## src/hdl/xper_pkg.sv

```systemverilog
// Constants and types for the extension-peripheral selection block
package xper_pkg;

    // Internal bus widths
    localparam int ADDR_W = 24;
    localparam int DATA_W = 16;
    localparam int BE_W = 2;

    // Selection register location and contents
    localparam logic [ADDR_W-1:0] SELECT_ADDR = 24'h00F024;
    localparam logic [DATA_W-1:0] SELECT_RESET = 16'h0005;
    localparam logic [DATA_W-1:0] SELECT_WMASK = 16'h001F;
    localparam int FIRST_CAN_BIT = 0;
    localparam int SECOND_CAN_BIT = 1;
    localparam int EXTENSION_RAM_BIT = 2;
    localparam int GROUP_BIT = 3;
    localparam int PWM_BIT = 4;
    localparam int LOW_LANE = 0;
    localparam int LOW_LANE_TOP = 7;

    // Address windows, one entry per steered unit plus one for the shared range
    localparam int WIN_COUNT = 6;
    localparam int WIN_FIRST_CAN = 0;
    localparam int WIN_SECOND_CAN = 1;
    localparam int WIN_PWM = 2;
    localparam int WIN_EXTENSION_RAM = 3;
    localparam int WIN_GROUP = 4;
    localparam int WIN_SHARED = 5;
    localparam logic [ADDR_W-1:0] WIN_BASE [WIN_COUNT] = '{
        24'h00EF00, 24'h00EE00, 24'h00EC00, 24'h008000, 24'h00E800, 24'h00EC00
    };
    localparam logic [ADDR_W-1:0] WIN_LIMIT [WIN_COUNT] = '{
        24'h00EFFF, 24'h00EEFF, 24'h00ECFF, 24'h00BFFF, 24'h00EBFF, 24'h00EFFF
    };

    // Where one internal bus access is sent
    typedef enum logic [2:0] {
        ROUTE_NONE,
        ROUTE_LOCAL,
        ROUTE_FIRST_CAN,
        ROUTE_SECOND_CAN,
        ROUTE_EXTENSION_RAM,
        ROUTE_GROUP,
        ROUTE_PWM,
        ROUTE_EXTERNAL
    } route_t;

endpackage : xper_pkg

```

## src/hdl/xperipheral_enable_decode.sv

```systemverilog
// Extension-peripheral selection register and address steering
//
// How it works
// - First CAN bit gates first CAN access
// - First CAN off frees its two pins
// - First CAN window external only if all off
// - Second CAN bit gates second CAN access
// - Second CAN off frees its two pins
// - Second CAN window external only if all off
// - RAM bit picks on-chip RAM or external
// - Group bit enables ports, timer, mux
// - PWM bit gates PWM; window external rule
// - Whole shared range external when all off
// - Register resets to value 05h
// - Writes ignored after global enable set
`timescale 1ns/1ns
module xperipheral_enable_decode
    import xper_pkg::*;
(
    // Clock and reset
    input wire logic core_clk,
    input wire logic reset,
    // Internal bus request from the CPU
    input wire logic cpu_req,
    input wire logic cpu_we,
    input wire logic [ADDR_W-1:0] cpu_addr,
    input wire logic [DATA_W-1:0] cpu_wdata,
    input wire logic [BE_W-1:0] cpu_be,
    // Global enable level from the system configuration register
    input wire logic global_extension_enable,
    // Register read answer
    output logic reg_ack,
    output logic [DATA_W-1:0] reg_rdata,
    // Steered access towards the units or the external interface
    output logic route_valid,
    output route_t route_target,
    output logic [ADDR_W-1:0] route_addr,
    output logic route_we,
    output logic [DATA_W-1:0] route_wdata,
    output logic [BE_W-1:0] route_be,
    // Unit enables
    output logic first_can_enable,
    output logic second_can_enable,
    output logic extension_ram_enable,
    output logic peripheral_group_enable,
    output logic extension_pwm_enable,
    // Port pin release and lock status
    output logic port4_pins_5_6_free,
    output logic port4_pins_4_7_free,
    output logic select_locked
);

    // Selection register state
    logic [DATA_W-1:0] extension_peripheral_select_reg;
    logic [DATA_W-1:0] extension_peripheral_select_next;
    logic lock_reg;
    logic lock_next;

    // Registered answer
    logic reg_ack_reg;
    logic [DATA_W-1:0] reg_rdata_reg;
    logic [DATA_W-1:0] reg_rdata_next;

    // Steering strobe and target
    logic route_valid_reg;
    route_t route_target_reg;
    route_t route_target_next;

    // Forwarded copies of the request
    logic [ADDR_W-1:0] route_addr_reg;
    logic route_we_reg;
    logic [DATA_W-1:0] route_wdata_reg;
    logic [BE_W-1:0] route_be_reg;

    // Decode wires
    logic [WIN_COUNT-1:0] win_hit;
    logic reg_hit;
    logic locked_now;
    logic reg_write;
    logic [DATA_W-1:0] lane_mask;
    logic [DATA_W-1:0] write_mask;
    logic shared_all_off;

    // Register access decode
    logic reg_access;
    logic reg_read;
    logic reg_write_req;

    // Enable bit views
    logic en_first_can;
    logic en_second_can;
    logic en_extension_ram;
    logic en_group;
    logic en_pwm;

    // Named per-unit hits
    logic hit_first_can;
    logic hit_second_can;
    logic hit_pwm;
    logic hit_shared_out;
    logic hit_shared_dead;
    logic hit_extension_ram;
    logic hit_group;

    // One comparator per steered window
    generate
        for (genvar w = 0; w < WIN_COUNT; w++) begin : g_win
            window_match #(
                .BASE(WIN_BASE[w]),
                .LIMIT(WIN_LIMIT[w])
            ) u_match (
                .addr(cpu_addr),
                .hit(win_hit[w])
            );
        end
    endgenerate

    // CAN enable bits of the stored register
    assign en_first_can = extension_peripheral_select_reg[FIRST_CAN_BIT];
    assign en_second_can = extension_peripheral_select_reg[SECOND_CAN_BIT];

    // Memory, group and PWM enable bits
    assign en_extension_ram = extension_peripheral_select_reg[EXTENSION_RAM_BIT];
    assign en_group = extension_peripheral_select_reg[GROUP_BIT];
    assign en_pwm = extension_peripheral_select_reg[PWM_BIT];

    // Register decode; reads return data, writes return zero
    assign reg_hit = (cpu_addr == SELECT_ADDR);
    assign reg_access = cpu_req & reg_hit;
    assign reg_read = reg_access & ~cpu_we;

    // Lock takes effect in the very cycle the global enable rises
    assign locked_now = lock_reg | global_extension_enable;

    // Lock flop sets on the enable and holds it until reset
    assign lock_next = lock_reg | global_extension_enable;

    // Write only while unlocked; a locked write is still acknowledged
    assign reg_write_req = reg_access & cpu_we;
    assign reg_write = reg_write_req & ~locked_now;

    // Byte lanes; only the low lane carries implemented bits
    assign lane_mask = {{(DATA_W-LOW_LANE_TOP-1){cpu_be[1]}}, {(LOW_LANE_TOP+1){cpu_be[0]}}};

    // Upper bits can never be written, so they always read zero
    assign write_mask = lane_mask & SELECT_WMASK;

    // Next register value, masked merge of write data
    assign extension_peripheral_select_next = reg_write
        ? ((extension_peripheral_select_reg & ~write_mask) | (cpu_wdata & write_mask))
        : extension_peripheral_select_reg;

    // Register readback, reserved bits forced low
    assign reg_rdata_next = extension_peripheral_select_reg & SELECT_WMASK;

    // Shared range goes out only when both CAN and PWM are off
    assign shared_all_off = ~en_first_can & ~en_second_can & ~en_pwm;

    // Window hits gated by each unit's enable bit
    assign hit_first_can = win_hit[WIN_FIRST_CAN] & en_first_can;
    assign hit_second_can = win_hit[WIN_SECOND_CAN] & en_second_can;
    assign hit_pwm = win_hit[WIN_PWM] & en_pwm;

    // Shared range goes out only when no unit in it is live
    assign hit_shared_out = win_hit[WIN_SHARED] & shared_all_off;

    // Disabled unit beside a live one: swallowed on chip
    assign hit_shared_dead = win_hit[WIN_SHARED] & ~shared_all_off;

    // Memory and group windows fall back to the external bus
    assign hit_extension_ram = win_hit[WIN_EXTENSION_RAM];
    assign hit_group = win_hit[WIN_GROUP];

    // Target selection; the order settles overlaps, register first
    assign route_target_next = reg_hit ? ROUTE_LOCAL
        : hit_first_can ? ROUTE_FIRST_CAN
        : hit_second_can ? ROUTE_SECOND_CAN
        : hit_pwm ? ROUTE_PWM
        : hit_shared_out ? ROUTE_EXTERNAL
        : hit_shared_dead ? ROUTE_NONE
        : hit_extension_ram ? (en_extension_ram ? ROUTE_EXTENSION_RAM : ROUTE_EXTERNAL)
        : hit_group ? (en_group ? ROUTE_GROUP : ROUTE_EXTERNAL)
        : ROUTE_NONE;

    // Selection register; reset loads the default
    always_ff @(posedge core_clk or posedge reset) begin
        if (reset) begin
            extension_peripheral_select_reg <= SELECT_RESET;
        end else begin
            extension_peripheral_select_reg <= extension_peripheral_select_next;
        end
    end

    // Sticky lock; only a reset reopens the register
    always_ff @(posedge core_clk or posedge reset) begin
        if (reset) begin
            lock_reg <= 1'b0;
        end else begin
            lock_reg <= lock_next;
        end
    end

    // Acknowledge one cycle after the request, writes too
    always_ff @(posedge core_clk or posedge reset) begin
        if (reset) begin
            reg_ack_reg <= 1'b0;
        end else begin
            reg_ack_reg <= reg_access;
        end
    end

    // Read data; zero on writes so no stale value is seen
    always_ff @(posedge core_clk or posedge reset) begin
        if (reset) begin
            reg_rdata_reg <= '0;
        end else begin
            reg_rdata_reg <= reg_read ? reg_rdata_next : '0;
        end
    end

    // Steering strobe, one per request cycle
    always_ff @(posedge core_clk or posedge reset) begin
        if (reset) begin
            route_valid_reg <= 1'b0;
        end else begin
            route_valid_reg <= cpu_req;
        end
    end

    // Steering target; idle cycles show no target
    always_ff @(posedge core_clk or posedge reset) begin
        if (reset) begin
            route_target_reg <= ROUTE_NONE;
        end else begin
            route_target_reg <= cpu_req ? route_target_next : ROUTE_NONE;
        end
    end

    // Forwarded address; held between requests to save toggling
    always_ff @(posedge core_clk or posedge reset) begin
        if (reset) begin
            route_addr_reg <= '0;
        end else if (cpu_req) begin
            route_addr_reg <= cpu_addr;
        end
    end

    // Forwarded direction
    always_ff @(posedge core_clk or posedge reset) begin
        if (reset) begin
            route_we_reg <= 1'b0;
        end else if (cpu_req) begin
            route_we_reg <= cpu_we;
        end
    end

    // Forwarded write data
    always_ff @(posedge core_clk or posedge reset) begin
        if (reset) begin
            route_wdata_reg <= '0;
        end else if (cpu_req) begin
            route_wdata_reg <= cpu_wdata;
        end
    end

    // Forwarded byte enables
    always_ff @(posedge core_clk or posedge reset) begin
        if (reset) begin
            route_be_reg <= '0;
        end else if (cpu_req) begin
            route_be_reg <= cpu_be;
        end
    end

    // Register answer outputs
    assign reg_ack = reg_ack_reg;
    assign reg_rdata = reg_rdata_reg;

    // Steering outputs, all straight from flops
    assign route_valid = route_valid_reg;
    assign route_target = route_target_reg;
    assign route_addr = route_addr_reg;
    assign route_we = route_we_reg;
    assign route_wdata = route_wdata_reg;
    assign route_be = route_be_reg;

    // CAN enables straight from the register
    assign first_can_enable = en_first_can;
    assign second_can_enable = en_second_can;

    // Memory, group and PWM enables
    assign extension_ram_enable = en_extension_ram;
    assign peripheral_group_enable = en_group;
    assign extension_pwm_enable = en_pwm;

    // First CAN pins go to general I/O when it is off
    assign port4_pins_5_6_free = ~en_first_can;

    // Second CAN pins likewise
    assign port4_pins_4_7_free = ~en_second_can;

    // Lock is sticky until reset; software must configure first
    assign select_locked = lock_reg;

endmodule : xperipheral_enable_decode

```

## src/hdl/window_match.sv

```systemverilog
// Inclusive address window comparator
`timescale 1ns/1ns
module window_match
    import xper_pkg::*;
#(
    parameter logic [ADDR_W-1:0] BASE = 24'h000000,
    parameter logic [ADDR_W-1:0] LIMIT = 24'h000000
) (
    // Address under test
    input wire logic [ADDR_W-1:0] addr,
    // Match result
    output logic hit
);

    // Both bounds inclusive
    assign hit = (addr >= BASE) && (addr <= LIMIT);

endmodule : window_match

```

## config.mk

```make
export PLATFORM = sky130hd
export DESIGN_NAME = xperipheral_enable_decode
export DESIGN_NICKNAME = d
export VERILOG_FILES = /design/src/hdl/xper_pkg.sv /design/src/hdl/xperipheral_enable_decode.sv /design/src/hdl/window_match.sv
export SDC_FILE = /design/constraint.sdc
export NUM_CORES = 1
export LEC_CHECK = 0
export BUFFER_PORTS_ARGS = -buffer_cell sky130_fd_sc_hd__buf_2
export CAP_MARGIN = 20
export CORE_MARGIN = 8
export CORE_UTILIZATION = 46
export CTS_CLUSTER_DIAMETER = 80
export CTS_CLUSTER_SIZE = 12
export DETAILED_ROUTE_END_ITERATION = 6
export GPL_TIMING_DRIVEN = 0
export MAX_ROUTING_LAYER = met4
export PLACE_DENSITY = 0.77
export SETUP_SLACK_MARGIN = 0.1
export SLEW_MARGIN = 15
export SYNTH_ARGS = -nofsm -noshare
export SYNTH_HDL_FRONTEND = slang
export SYNTH_SLANG_ARGS = --single-unit
```

## constraint.sdc

```tcl
create_clock -name core_clk -period 2.55 [get_ports core_clk]
set_input_delay 0.51 -clock core_clk [delete_from_list [all_inputs] [get_ports core_clk]]
set_output_delay 0.51 -clock core_clk [all_outputs]
set_load 0.02 [all_outputs]
```

# Word-level counts from Yosys, hierarchy flattened
# Cells that the tools add are included.
# classes
muxes	12
eq_ne	1
bitwise	22
n_reduce_logical	6
magnitude_cmp	10
# op_table
op	count
24-bit by 16-bit greater-or-equal comparator with 1-bit output, second input constant	5
24-bit by 16-bit less-or-equal comparator with 1-bit output, second input constant	5
3-bit 2-to-1 mux	9
24-bit by 16-bit equality test with 1-bit output, second input constant	1
16-bit bitwise AND	1
16-bit by 5-bit bitwise AND with 16-bit output	1
5-bit inverter with 16-bit output	1
16-bit bitwise OR	1
1-bit bitwise AND	11
1-bit logical AND	6
1-bit inverter	6
5-bit 2-to-1 mux	1
2-bit 2-to-1 mux	2
1-bit bitwise OR	1
# totals
wordCells	61
inputBits	47
out_inout_bits	72
reg_bits	70

# Depth between registers and ports, before layout
# logic_depth
word_depth	12
mapped_depth	5
depth_no_buf	5

# By module
# Synthesis repeated with hierarchy kept, for this count alone.
# hier_totals
cells_unflattened	199
area_unflattened_um2	2726.4
# modules_own_cells
mod	cells_per_inst	seq_area_each_um2	area_per_inst_um2	instances
xperipheral_enable_decode	166	1478.9	2448.6	1
window_match at g_win[4].u_match ...	5	0.0	38.8	2
window_match at g_win[1].u_match	10	0.0	71.3	1
window_match at g_win[0].u_match	5	0.0	51.3	1
window_match at g_win[2].u_match	5	0.0	47.5	1
window_match at g_win[3].u_match	3	0.0	30.0	1

# Least setup slack after synthesis
# OpenSTA, ideal clock, no wires.
# synth_timing
path_type	input port to flip-flop
startpoint	input cpu_addr[4]
endpoint	register (tool-made name)
path_slack_ns	0.384
setup_ns	0.125
t_arrival_ns	2.041
cell_stages	5
t_required_ns	2.425
path_buffers	0
path_cell_list	or4_1 nor4_2 nand4_1 nor2_4 mux2_4
# synth_rtl
item	line_no	source
start: declaration	xperipheral_enable_decode.sv:26	input wire logic [ADDR_W-1:0] cpu_addr,

==> metrics.txt <==
Die Y-Extent=89.20 um; core area=5140 sq um; most frequent cells in the layout=buf_2, dfrtp_1, mux2_2; Die Width=~89 um; CTS Root Buffer Type=clkbuf_8; largest net degree at the start of global routing=60; Synth Area in Compound Gates=under 10%; post_cts resized=0; Setup CP Type=in -> reg; Layout area overhead=33.81%; FILL cells=between 400 and 500; Synth Flop Type=dfrtp_1; grt ovf=0; Netlist cell types=30; max FFs per register=24; placed cell count=around 360; outcome=finished clean; Num Clock Sinks=59; final hold viol count=0; IO Port Bufs=between 100 and 150; xor-xnor portion of the synthesized cell area=0%; adder-cell share of the synthesized area=0%; Core Rows=26; Tmin final=roughly 2.1 ns; most common cell after layout, fill and taps aside=buf_2; Arr. time, crit path=2.29 ns; EDFF count, synth=0; routed wire length=about 6.2 mm; Max Fclk=479.2 MHz; simple-gate share of the synthesized area=roughly a tenth; async set-reset flop share out of synthesis=100.0%; Reg clk slew, reported paths=0.06 ns; Tcrit/Tclk final=between 80% and 90%; cell area after synthesis=around 2500 sq um; mux contribution to synthesized area=around 23%; worst-path fanout max=5; Reg-to-Reg End=route_target[1]$_DFF_PP0_; R2R setup slack=roughly 1.1 ns; DRC Markers=0; Final Wtd Congestion=about 0.81; Setup crit end kind=flop; post-detailed-placement half-perimeter wirelength=between 4 and 5 mm; Die Area=~8000 sq um; Hold WC Path Type=in -> async; Final Instance Count excl. Fillers=~380; setup violators final=0; Mapped Cells=175; ANT cells=0; vias in the first global route=about 2000; Synth Warn #=0; GRT Total Usage=about 17%; clk buf depth=2; # Max-Cap Violations=0; first-pass GRT wire length=around 9.6 mm; max_slew headroom=a little over half; Post-Syn Area per Cell=between 10 and 15 sq um; vias=1833; power per cell area=650.3 nW/um^2; path depth of the worst reg2reg path=5; Yosys reg bits=59; DRT antenna net count=0; TritonCTS Buffers=9; startpoint types=primary input; CTS tree=yes; main combinational cell family by area after synthesis=multiplexers; sequential element share of the synthesized area=roughly three fifths; share of cells above drive strength 1=between 60% and 70%; vias per cell=approximately 4.8; Nets=350; Core Util, Final=between 60 and 70%; Avg WL per Cell=16.50 um; initial antenna violation count=0; Final Max Tran Viols=0; First-pass DRT Iterations=4; postcts setup bufs=0; Hold Buf Count CTS=0; Max Clock Skew=0.003687 ns; # IOs=~120; worst slew pin tran=~0.7 ns; unrepaired setup endpoints after global routing=false; maximum VDD drop=between 0.4 and 0.5 mV; Pleak=0.001611 uW; H-tree depth=3; Clock Latency Late Sink=~0.32 ns; required time worst endpoint=2.75 ns; number of DRC markers in iteration 0=84; Initial Utilization=between 40% and 50%
worst max path at each step:
stage | from | to | slack (ns) | depth (start not counted)
floorplan | cpu_addr[4] | flop | 0.38 | 5
global placement | reset | select_locked$_DFF_PP0_ | -0.1 | 2
detailed placement | cpu_addr[4] | flop | 0.14 | 6
CTS | cpu_addr[4] | flop | 0.47 | 6
global route | cpu_addr[4] | flop | 0.38 | 6
finish | cpu_addr[4] | flop | 0.46 | 6
critical path, stage by stage:
cell     delay, ns
buf_2         0.11
or4_1         0.54
nor4_2        0.36
nand4_1       0.20
nor2_4        0.26
mux2_4        0.32
through the flow:
step	instance area, sq um	setup slack [ns]	hold WS, ns	power [uW]	TNS (ns)
final	3298	0.4630	0.2926	2145	0
after global placement	3126	-0.09518	0.4603	1413	-5.298
after CTS	3298	0.4733	0.2952	2165	0
after detailed placement	3128	0.1354	0.4744	1425	0
after global routing	3298	0.3838	0.2894	2238	0
after floorplan	2502	0.3837	0.5414	1274	0
kinds of logic (layout without fill, tap and decap cells):
kind of cell,Yosys count,after routing
buffers and inverters,21,144
other,1,11
and+or+nand+nor,38,38
AOI/OAI and AO/OA,7,7
muxes,49,49
DFF,59,59
synthesized netlist by cell type (all sizes together) (2+ instances only):
cell    instances  area (sq um)
a21oi           2         10.01
and2            4         25.02
buf            14         93.84
clkbuf          2         7.510
dfrtp          57          1426
dfstp           2         52.55
inv             5         18.77
mux2           48         559.3
nand2           5         18.77
nand3           2         10.01
nand4           4         25.02
nand4b          2         17.52
nor2            6         30.03
nor3            3         25.02
nor4            6         50.04
o211ai          2         15.01
or4             3         22.52
cell type report:
type                            count  area [sq um]  area share (%)
Sequential cell                    59          1479           44.84
Multi-Input combinational cell    105         903.4           27.39
Timing Repair Buffer              107         535.5           16.24
Clock buffer                       16         170.2           5.159
Buffer                             16         101.3           3.073
Tap cell                           70         87.58           2.656
Inverter                            5         21.27          0.6449
layer usage:
| metal | up-vias | GRT usage, % | share of wire [%] |
|---|---|---|---|
| met5 | - | - | 0 |
| met4 | 0 | 4.834 | 0.98 |
| met3 | 6 | 7.077 | 9.6 |
| met2 | 84 | 26.13 | 46 |
| met1 | 880 | 18.98 | 43 |
| li1 | 863 | - | - |
report_power, final:
group / total (uW) / internal, uW / switching [uW]
registers: 1040 / 1010 / 32.1
logic: 366 / 149 / 217
clock network: 741 / 409 / 332
total: 2140 / 1560 / 581
Power figures use the tool's default switching activity.
